`src/guard_pkg.sv`:
```
// constants and types for the flash write-protection block
package guard_pkg;

    // ----------------------------------------
    // register map (word aligned byte offsets)
    // ----------------------------------------
    localparam logic [7:0] CTRL_OFF    = 8'h00;
    localparam logic [7:0] STATUS_OFF  = 8'h04;
    localparam logic [7:0] CMD_OFF     = 8'h08;
    localparam logic [7:0] ADDR_OFF    = 8'h0c;
    localparam logic [7:0] RESULT_OFF  = 8'h10;
    localparam logic [7:0] RANGE_OFF   = 8'h14;

    // ----------------------------------------
    // field positions
    // ----------------------------------------
    localparam int GUARD_LSB    = 0;
    localparam int COMP_POS     = 5;
    localparam int LOCK_LSB     = 6;
    localparam int LATCH_POS    = 8;
    localparam int BUSY_POS     = 9;
    localparam int DEEP_POS     = 10;
    localparam int RECOV_POS    = 11;
    localparam int BITS_LSB     = 0;
    localparam int OP_LSB       = 8;

    // ----------------------------------------
    // reset values and geometry
    // ----------------------------------------
    localparam logic [7:0]  STATUS_RST  = 8'h00;
    localparam logic [7:0]  ARRAY_ERASED = 8'hff;
    localparam int          ADDR_W      = 19;
    localparam logic [18:0] ARRAY_LAST  = 19'h7ffff;
    localparam logic [18:0] PAGE_SPAN   = 19'h000ff;
    localparam logic [18:0] SECT_SPAN   = 19'h00fff;
    localparam logic [18:0] BLK32_SPAN  = 19'h07fff;
    localparam logic [18:0] BLK64_SPAN  = 19'h0ffff;

    // ----------------------------------------
    // timing
    // ----------------------------------------
    localparam int CLK_HZ        = 10_000_000;
    localparam int RECOV4K_US    = 4500;
    localparam int RECOV64K_US   = 70000;
    localparam int RECOV4K_CYC   = RECOV4K_US * (CLK_HZ / 1_000_000);
    localparam int RECOV64K_CYC  = RECOV64K_US * (CLK_HZ / 1_000_000);
    localparam int OP_CYC        = 8;

    // ----------------------------------------
    // commands and engine states
    // ----------------------------------------
    typedef enum logic [3:0] {
        OP_UNLOCK   = 4'h1,
        OP_LOCK     = 4'h2,
        OP_WRSTAT   = 4'h3,
        OP_PROG     = 4'h4,
        OP_SECT     = 4'h5,
        OP_BLK32    = 4'h6,
        OP_BLK64    = 4'h7,
        OP_CHIP     = 4'h8,
        OP_SLEEP    = 4'h9,
        OP_WAKE     = 4'ha
    } op_t;

    typedef enum logic [3:0] {
        ST_STANDBY  = 4'b0001,
        ST_RECOVER  = 4'b0010,
        ST_BUSY     = 4'b0100,
        ST_DEEP     = 4'b1000
    } state_t;

endpackage

```
`src/guard_if.sv`:
```
// range carrier between the engine and the region decoder
`timescale 1ns/10ps
interface guard_if;
    logic [4:0]  bits;
    logic        comp;
    logic [18:0] lo;
    logic [18:0] hi;
    logic        any;
    modport dec (input bits, input comp, output lo, output hi, output any);
    modport eng (output bits, output comp, input lo, input hi, input any);
endinterface

```
`src/guard_region.sv`:
```
// decodes the guard field and complement bit into one protected range
`timescale 1ns/10ps
module guard_region (
    guard_if.dec g
);
    import guard_pkg::*;

    logic [18:0] lo;
    logic [18:0] hi;
    logic        any;
    logic [18:0] size;

    always_comb begin
        lo   = '0;
        hi   = '0;
        any  = 1'b0;
        size = '0;
        if (g.bits[2:0] == 3'b000) begin
            any = 1'b0;
        end else if (!g.bits[4] && g.bits[2]) begin
            any = 1'b1;
            hi  = ARRAY_LAST;
        end else if (g.bits[4] && g.bits[2:0] == 3'b111) begin
            any = 1'b1;
            hi  = ARRAY_LAST;
        end else begin
            any = 1'b1;
            if (!g.bits[4]) begin
                case (g.bits[1:0])
                    2'b01:   size = 19'h0ffff;
                    2'b10:   size = 19'h1ffff;
                    default: size = 19'h3ffff;
                endcase
            end else begin
                if (g.bits[2])
                    size = 19'h07fff;
                else if (g.bits[1:0] == 2'b01)
                    size = 19'h00fff;
                else if (g.bits[1:0] == 2'b10)
                    size = 19'h01fff;
                else
                    size = 19'h03fff;
            end
            if (g.bits[3]) begin
                lo = '0;
                hi = size;
            end else begin
                lo = ARRAY_LAST - size;
                hi = ARRAY_LAST;
            end
        end
        // complement of a one-sided range is the other side
        if (g.comp) begin
            if (!any) begin
                any = 1'b1;
                lo  = '0;
                hi  = ARRAY_LAST;
            end else if (lo == '0 && hi == ARRAY_LAST) begin
                any = 1'b0;
            end else if (lo == '0) begin
                lo = hi + 19'h1;
                hi = ARRAY_LAST;
            end else begin
                hi = lo - 19'h1;
                lo = '0;
            end
        end
    end

    assign g.lo  = lo;
    assign g.hi  = hi;
    assign g.any = any;

endmodule

```
`src/flash_write_protection.sv`:
```
// write-protection and power-up guard engine with an ahb-lite register slave
`timescale 1ns/10ps
module flash_write_protection (
    input  wire logic        clk,
    input  wire logic        resetn,
    input  wire logic        hsel,
    input  wire logic [31:0] haddr,
    input  wire logic [1:0]  htrans,
    input  wire logic        hwrite,
    input  wire logic [2:0]  hsize,
    input  wire logic [31:0] hwdata,
    input  wire logic        hready,
    output logic      [31:0] hrdata,
    output logic             hreadyout,
    output logic             hresp,
    input  wire logic        guard_pin_n,
    input  wire logic        erase_cut_4k,
    input  wire logic        erase_cut_64k,
    output logic             array_write,
    output logic      [18:0] write_lo,
    output logic      [18:0] write_hi,
    output logic             busy
);
    import guard_pkg::*;

    // ----------------------------------------
    // state
    // ----------------------------------------
    typedef struct packed {
        state_t      st;
        logic [4:0]  bits;
        logic        comp;
        logic [1:0]  lock;
        logic        latch;
        logic [18:0] addr;
        logic [3:0]  last_op;
        logic [1:0]  result;
        logic [31:0] cnt;
        logic        wr_ph;
        logic [7:0]  wr_off;
        logic [31:0] rdata;
        logic        awr;
        logic [18:0] lo_q;
        logic [18:0] hi_q;
        logic        strap;
        logic        busy_q;
    } regs_t;

    regs_t r_reg;
    regs_t r_next;

    guard_if g ();
    guard_region u_region (.g(g));

    assign g.bits = r_reg.bits;
    assign g.comp = r_reg.comp;

    logic        take;
    logic [18:0] span;
    logic [18:0] t_lo;
    logic [18:0] t_hi;
    logic        hit;
    logic [7:0]  status;
    logic [3:0]  opc;

    assign status = {r_reg.lock, r_reg.comp, r_reg.bits};
    assign take   = hsel && htrans[1] && hready;

    // ----------------------------------------
    // command decode and protection check
    // ----------------------------------------
    always_comb begin
        opc  = hwdata[OP_LSB +: 4];
        span = '0;
        case (opc)
            OP_PROG:  span = PAGE_SPAN;
            OP_SECT:  span = SECT_SPAN;
            OP_BLK32: span = BLK32_SPAN;
            OP_BLK64: span = BLK64_SPAN;
            default:  span = ARRAY_LAST;
        endcase
        // aligned granule that the command touches
        t_lo = r_reg.addr & ~span;
        t_hi = t_lo | span;
        if (opc == OP_CHIP) begin
            t_lo = '0;
            t_hi = ARRAY_LAST;
        end
        hit = g.any && !(t_hi < g.lo || t_lo > g.hi);
    end

    always_comb begin
        r_next     = r_reg;
        r_next.awr = 1'b0;
        if (r_reg.cnt != '0)
            r_next.cnt = r_reg.cnt - 32'h1;
        case (r_reg.st)
            ST_RECOVER: begin
                if (r_reg.strap) begin
                    r_next.strap = 1'b0;
                    if (erase_cut_64k)
                        r_next.cnt = 32'(RECOV64K_CYC);
                    else if (erase_cut_4k)
                        r_next.cnt = 32'(RECOV4K_CYC);
                    else
                        r_next.cnt = '0;
                end else if (r_reg.cnt == '0) begin
                    r_next.st = ST_STANDBY;
                end
            end
            ST_BUSY: begin
                if (r_reg.cnt == '0) begin
                    r_next.st    = ST_STANDBY;
                    r_next.latch = 1'b0;
                end
            end
            default: ;
        endcase

        // data phase of a write
        if (r_reg.wr_ph) begin
            r_next.wr_ph = 1'b0;
            if (r_reg.wr_off == ADDR_OFF) begin
                r_next.addr = hwdata[ADDR_W-1:0];
            end else if (r_reg.wr_off == CMD_OFF) begin
                r_next.last_op = opc;
                r_next.result  = 2'd1;
                if (r_reg.st == ST_DEEP) begin
                    if (opc == OP_WAKE)
                        r_next.st = ST_STANDBY;
                    else
                        r_next.result = 2'd2;
                end else if (r_reg.st != ST_STANDBY) begin
                    r_next.result = 2'd2;
                end else if (hwdata[2:0] != 3'b000) begin
                    r_next.result = 2'd2;
                end else if (opc == OP_UNLOCK) begin
                    r_next.latch = 1'b1;
                end else if (opc == OP_LOCK) begin
                    r_next.latch = 1'b0;
                end else if (opc == OP_SLEEP) begin
                    r_next.st = ST_DEEP;
                end else if (opc == OP_WRSTAT || (opc >= OP_PROG && opc <= OP_CHIP)) begin
                    if (!r_reg.latch) begin
                        r_next.result = 2'd2;
                    end else if (opc == OP_WRSTAT) begin
                        r_next.latch = 1'b0;
                        if (guard_pin_n) begin
                            r_next.bits = hwdata[BITS_LSB+16 +: 5];
                            r_next.comp = hwdata[COMP_POS+16];
                            r_next.lock = hwdata[LOCK_LSB+16 +: 2];
                        end else begin
                            r_next.result = 2'd2;
                        end
                    end else if (hit) begin
                        r_next.result = 2'd3;
                        r_next.latch  = 1'b0;
                    end else begin
                        r_next.awr  = 1'b1;
                        r_next.lo_q = t_lo;
                        r_next.hi_q = t_hi;
                        r_next.st   = ST_BUSY;
                        r_next.cnt  = 32'(OP_CYC);
                    end
                end else begin
                    r_next.result = 2'd2;
                end
            end
        end

        // address phase
        if (take) begin
            r_next.wr_ph  = hwrite;
            r_next.wr_off = haddr[7:0];
            r_next.rdata  = '0;
            if (!hwrite) begin
                if (haddr[7:0] == CTRL_OFF)
                    r_next.rdata = {24'h0, status};
                else if (haddr[7:0] == STATUS_OFF)
                    r_next.rdata = {20'h0, r_reg.st == ST_RECOVER,
                                    r_reg.st == ST_DEEP, r_reg.st != ST_STANDBY,
                                    r_reg.latch, status};
                else if (haddr[7:0] == ADDR_OFF)
                    r_next.rdata = {13'h0, r_reg.addr};
                else if (haddr[7:0] == RESULT_OFF)
                    r_next.rdata = {26'h0, r_reg.result, r_reg.last_op};
                else if (haddr[7:0] == RANGE_OFF)
                    r_next.rdata = {g.any, 5'h0, g.hi[18:12], 7'h0, g.lo[18:12], 5'h0};
                else
                    r_next.rdata = '0;
            end
        end
        // busy level registered together with the state
        r_next.busy_q = (r_next.st != ST_STANDBY);
    end

    always_ff @(posedge clk or negedge resetn) begin
        if (!resetn) begin
            r_reg       <= '0;
            r_reg.st    <= ST_RECOVER;
            r_reg.bits  <= STATUS_RST[4:0];
            r_reg.strap <= 1'b1;
            r_reg.busy_q <= 1'b1;
        end else begin
            r_reg <= r_next;
        end
    end

    // ----------------------------------------
    // outputs
    // ----------------------------------------
    assign hrdata      = r_reg.rdata;
    assign hreadyout   = 1'b1;
    assign hresp       = 1'b0;
    assign array_write = r_reg.awr;
    assign write_lo    = r_reg.lo_q;
    assign write_hi    = r_reg.hi_q;
    assign busy        = r_reg.busy_q;

    // ----------------------------------------
    // checks
    // ----------------------------------------
    AST_WRITE_NEEDS_LATCH: assert property (@(posedge clk) disable iff (!resetn)
        r_next.awr |-> r_reg.latch) else $error("write without latch");
    AST_NO_WRITE_DEEP: assert property (@(posedge clk) disable iff (!resetn)
        r_reg.st == ST_DEEP |=> !r_reg.awr) else $error("write in deep power-down");
    AST_PIN_FREEZES: assert property (@(posedge clk) disable iff (!resetn)
        !guard_pin_n && $stable(guard_pin_n) |=> $stable(status)) else $error("guard bits changed");
    AST_NO_PROT_HIT: assert property (@(posedge clk) disable iff (!resetn)
        r_next.awr |-> !hit) else $error("protected range written");
    AST_BYTE_EDGE: assert property (@(posedge clk) disable iff (!resetn)
        r_reg.wr_ph && r_reg.wr_off == CMD_OFF && hwdata[2:0] != 3'b000 |=> !r_reg.awr)
        else $error("ragged command accepted");
    AST_BUSY_ENDS: assert property (@(posedge clk) disable iff (!resetn)
        r_reg.awr |-> ##[1:10] r_reg.st == ST_STANDBY) else $error("operation hung");
    AST_STANDBY_ONLY: assert property (@(posedge clk) disable iff (!resetn)
        r_next.awr |-> r_reg.st == ST_STANDBY) else $error("write while not standby");
    AST_ALL_COMP: assert property (@(posedge clk) disable iff (!resetn)
        r_reg.comp && r_reg.bits[2:0] == 3'b000 |-> g.any && g.lo == '0 && g.hi == ARRAY_LAST)
        else $error("complement of none wrong");

    // ----------------------------------------
    // launch and latch checks
    // ----------------------------------------
    AST_PULSE_ONE: assert property (@(posedge clk) disable iff (!resetn)
        r_reg.awr |=> !r_reg.awr) else $error("launch pulse too long");
    AST_LAUNCH_BUSY: assert property (@(posedge clk) disable iff (!resetn)
        r_reg.awr |-> r_reg.st == ST_BUSY) else $error("launch without busy");
    AST_RANGE_ORDER: assert property (@(posedge clk) disable iff (!resetn)
        r_reg.awr |-> r_reg.lo_q <= r_reg.hi_q) else $error("launch range reversed");
    AST_LATCH_DROPS: assert property (@(posedge clk) disable iff (!resetn)
        r_reg.st == ST_BUSY && r_reg.cnt == '0 |=> !r_reg.latch)
        else $error("latch kept after operation");
    AST_LOCK_CMD: assert property (@(posedge clk) disable iff (!resetn)
        r_reg.wr_ph && r_reg.wr_off == CMD_OFF && opc == OP_LOCK
        && r_reg.st == ST_STANDBY && hwdata[2:0] == 3'b000 |=> !r_reg.latch)
        else $error("lock command left latch set");

    // ----------------------------------------
    // power and state checks
    // ----------------------------------------
    AST_DEEP_WAKE: assert property (@(posedge clk) disable iff (!resetn)
        r_reg.st == ST_DEEP && r_next.st != ST_DEEP
        |-> r_reg.wr_ph && r_reg.wr_off == CMD_OFF && opc == OP_WAKE)
        else $error("deep power-down left without wake");
    AST_SLEEP_ENTERS: assert property (@(posedge clk) disable iff (!resetn)
        r_reg.wr_ph && r_reg.wr_off == CMD_OFF && opc == OP_SLEEP
        && r_reg.st == ST_STANDBY && hwdata[2:0] == 3'b000 |=> r_reg.st == ST_DEEP)
        else $error("sleep command not taken");
    AST_RECOVER_STAYS: assert property (@(posedge clk) disable iff (!resetn)
        r_reg.st == ST_RECOVER && !r_reg.strap && r_reg.cnt != '0
        |=> r_reg.st == ST_RECOVER) else $error("recovery ended early");
    AST_NO_WRITE_RECOVER: assert property (@(posedge clk) disable iff (!resetn)
        r_reg.st == ST_RECOVER |=> !r_reg.awr) else $error("write during recovery");
    AST_WRSTAT_PIN: assert property (@(posedge clk) disable iff (!resetn)
        r_reg.wr_ph && r_reg.wr_off == CMD_OFF && !guard_pin_n |=> $stable(status))
        else $error("status written with guard pin low");

    // ----------------------------------------
    // guard decode checks and coverage
    // ----------------------------------------
    AST_FULL_CODE: assert property (@(posedge clk) disable iff (!resetn)
        !r_reg.comp && !r_reg.bits[4] && r_reg.bits[2]
        |-> g.any && g.lo == '0 && g.hi == ARRAY_LAST) else $error("full code wrong");
    AST_COMP_SIDE: assert property (@(posedge clk) disable iff (!resetn)
        r_reg.comp && g.any && g.lo != '0 |-> g.hi == ARRAY_LAST)
        else $error("complement range not one-sided");
    COV_RECOVER: cover property (@(posedge clk) r_reg.st == ST_RECOVER && r_reg.cnt != '0);
    COV_COMP_WRITE: cover property (@(posedge clk) r_reg.awr && r_reg.comp);
    COV_WRITE: cover property (@(posedge clk) r_reg.awr);
    COV_HIT: cover property (@(posedge clk) r_reg.result == 2'd3);
    COV_DEEP: cover property (@(posedge clk) r_reg.st == ST_DEEP);

endmodule

```
`config.mk`:
```
export PLATFORM = sky130hd
export DESIGN_NAME = flash_write_protection
export DESIGN_NICKNAME = d
export VERILOG_FILES = /design/src/guard_pkg.sv /design/src/guard_if.sv /design/src/guard_region.sv /design/src/flash_write_protection.sv
export SDC_FILE = /design/constraint.sdc
export NUM_CORES = 1
export LEC_CHECK = 0
export BUFFER_PORTS_ARGS = -buffer_cell sky130_fd_sc_hd__buf_2
export CORE_ASPECT_RATIO = 0.5
export CORE_MARGIN = 3
export CORE_UTILIZATION = 50
export CTS_BUF_LIST = sky130_fd_sc_hd__clkbuf_16
export DETAILED_ROUTE_END_ITERATION = 8
export GPL_TIMING_DRIVEN = 0
export PLACE_DENSITY_LB_ADDON = 0.15
export SYNTH_ARGS = -nofsm -noshare
export SYNTH_HDL_FRONTEND = slang
export SYNTH_SLANG_ARGS = --single-unit
```
`constraint.sdc`:
```
create_clock -name clk -period 4.75 [get_ports clk]
set_input_delay 0.95 -clock clk [delete_from_list [all_inputs] [get_ports clk]]
set_output_delay 0.95 -clock clk [all_outputs]
set_load 0.02 [all_outputs]
```
==> flow_metrics.py <==
metrics = {
    "clock_tree": {
        "cts.path.max_buffers": 2,
        "cts_hold_buf": 0,
        "cts_max_level": 4,
        "tritoncts": "done",
        "cts_root_buf": "clkbuf_16",
        "clk_pin_slew_ns": 0.06,
        "cts.sinks": 132,
        "cts_buffers": 17,
        "clock_latency_ns": 0.42,
    },
    "die": {
        "dieHeight_microns": 93.3,
        "rows": 31,
        "dieArea_sq_um": 16800,
        "ios": 151,
        "dieWidth_microns": 181,
        "core_area_sq_um": 14700,
        "start_util_pct": 52.0,
    },
    "yosys": {
        "yosys-top-cells-area": "dfrtp_1 42%, buf_4 7.2%, mux2_2 6.8%",
        "async_reset_ff_share_pct": 100,
        "synth_area_per_cell_sq_um": 9.85,
        "netlist_instances": 773,
        "ys_ff_latch": 132,
        "yosysWarnings": 0,
        "syn_area_sq_um": 7620,
        "synth_top_area_cell": "dfrtp_1",
        "ys_seq_area_share_pct": 43.4,
        "ys.flop_type": "dfrtp_1",
        "synth.distinct_cells": 72,
        "synth_top_area_share_pct": 42.4,
        "synth_edf_count": 0,
    },
    "final_layout": {
        "drive_above_1_share_pct": 31.7,
        "diodes": 0,
        "final_util_pct": 62.6,
        "final_common_cell": "dfrtp_1",
        "instances_no_fill": 1124,
        "most-common-layout-cells": "129 x dfrtp_1, 101 x buf_2, 83 x buf_4",
        "fin_nets": 1016,
        "syn2layout_area_growth_pct": 20.6,
        "fillCellCount": 1269,
        "largest_reg_flops": 74,
    },
    "flow_run": {
        "drv_cap": 0,
    },
    "critical_path": {
        "critPathLaunchType": "flip-flop",
        "path_max_fanout": 10,
        "crit_arrival_ns": 4.77,
        "crit_path_end_kind": "flip-flop",
        "critPathRequiredTime_ns": 5.08,
        "reg2reg_slack_ns": 0.31,
        "critPathKind": "reg2reg",
    },
    "hold_path": {
        "hold_path.class": "in2async",
    },
    "power": {
        "p_per_area_nw_per_um2": 338,
        "vdd_drop_max_uv": 264,
        "p_leak_nw": 4.51,
    },
    "sta": {
        "rsz0062_at_grt": "false",
        "fin_crit_sh_pct": 93.5,
        "fin_skew_ns": 0.0104,
        "hold_viol_final": 0,
        "totalNegativeSetupSlack_ns": 0,
        "worstMarginPinSlew_ns": 0.989,
        "period_needed_ns": 4.44,
        "finalSetupViolations": 0,
        "slew_violations": 0,
        "timing.fmax_mhz": 225,
        "slew_headroom_pct": 33.1,
    },
    "place": {
        "dp.cells": 1083,
        "dpl.hpwl_mm": 14.0,
        "portBuffers": 98,
        "place_congestion": 0.894,
    },
    "route": {
        "drtIter0Drc": 373,
        "drtPass1Iterations": 5,
        "post-route-drc-count": 0,
        "routed_wl_mm": 19.3,
        "drtAntennaViolNets": 0,
        "vias": 6166,
        "viasPerCell": 5.49,
        "avgRoutedWirePerCell_microns": 17.1,
    },
    "global_routing": {
        "grt_usage_pct": 23.2,
        "grt_pass1_wl_mm": 30.7,
        "antenna_found_initial": 0,
        "grt_pass1_vias": 5968,
        "grt_max_degree": 91,
        "grt-ovfl-total": 0,
    },
    "run_status": {
        "status": "finished, final reports clean",
    },
}
## per-stage QoR
stage | hold slack, ns | area [sq um] | power (W) | setup slack (ns)
finish | 0.442 | 9190 | 0.00310 | 0.309
detailed placement | 0.474 | 8440 | 0.00172 | -0.269
global route | 0.460 | 9190 | 0.00323 | 0.0356
global placement | 0.464 | 8400 | 0.00170 | -0.249
CTS | 0.450 | 9090 | 0.00312 | 0.0123
floorplan | 0.449 | 7670 | 0.00159 | 0.584
## cell usage after synthesis (3+ instances only)
cell / n
or3_1: 13
dfstp_2: 3
o221ai_1: 3
nand2b_1: 11
or2_2: 3
o21a_1: 6
a21oi_1: 34
a211oi_1: 3
mux2_2: 46
nor3b_1: 3
a221oi_1: 5
dfrtp_1: 129
clkbuf_1: 24
nand3b_1: 7
o31ai_1: 5
o211ai_1: 5
nor2b_1: 10
inv_1: 15
nor2_1: 64
xnor2_1: 14
and2_1: 12
o32ai_1: 3
and3_1: 6
a21o_1: 6
buf_2: 6
o21ai_0: 38
nor3_1: 20
nand3_1: 17
a22o_1: 15
mux2_1: 9
xor2_1: 13
nor4_1: 7
ha_1: 26
nand2_1: 60
nand4_1: 8
buf_4: 73
o21ai_1: 3
or4_1: 3
## repair_timing
item                       CTS  global route
buffers inserted             0            10
pin swaps                    0             3
setup endpoints to repair   47            54
resized for setup            7             7
## where the power goes
group	switching (W)	internal, W
clock	0.000519	0.000873
sequential	0.000104	0.00123
combinational	0.000209	0.000167
## worst paths after layout
kind / start / endpoint / cells after the start
max: g.bits[1] / busy / 17
min: resetn / r_reg[111] / 1
min in group clk: hrdata[25] / hrdata[25] / 2
max in group asynchronous: resetn / g.comp / 2
max reg2reg: g.bits[1] / busy / 17
min reg2reg: hrdata[25] / hrdata[25] / 2
## routing by layer
| metal | GRT usage, % | up-vias | wire, microns |
|---|---|---|---|
| li1 | - | 2936 | - |
| met2 | 36.6 | 168 | 8870 |
| met1 | 31.9 | 3051 | 9210 |
| met5 | 0 | - | 0 |
| met3 | 6.49 | 11 | 1070 |
| met4 | 5.55 | 0 | 123 |
## final cells by class
cell class | count | area (sq um) | share of cell area [%]
multi-input combinational | 534 | 3670 | 40.0
sequential | 132 | 3310 | 36.0
buffer | 102 | 677 | 7.37
timing repair buffer | 109 | 599 | 6.52
clock buffer | 17 | 425 | 4.63
tap | 198 | 248 | 2.70
clock inverter | 15 | 190 | 2.07
inverter | 17 | 63.8 | 0.695
## worst max-delay path: stages (launching register included)
cell,delay (ns)
dfrtp_1,0.36
inv_1,0.10
ha_1,0.19
buf_2,0.19
or2_2,0.38
nor2_2,0.18
nand2_1,0.10
ha_2,0.25
o21ai_0,0.17
o211ai_1,0.12
mux2i_2,0.28
ha_1,0.32
nand4_1,0.16
nor4_1,0.09
or4_4,0.48
o2111ai_4,0.35
o21ai_2,0.10
or4_1,0.54
## cells by family after synthesis
group                    share of synthesized area, %
buffers and inverters                            9.61
XOR/XNOR                                         3.10
AND/OR/NAND/NOR                                  18.2
AO/OA/AOI/OAI                                    12.9
adder cells (fa/ha/maj)                          4.27
other                                          0.0986
multiplexers                                     8.39
flip-flops                                       43.4
No activity file was read; power rests on OpenSTA's default activity.
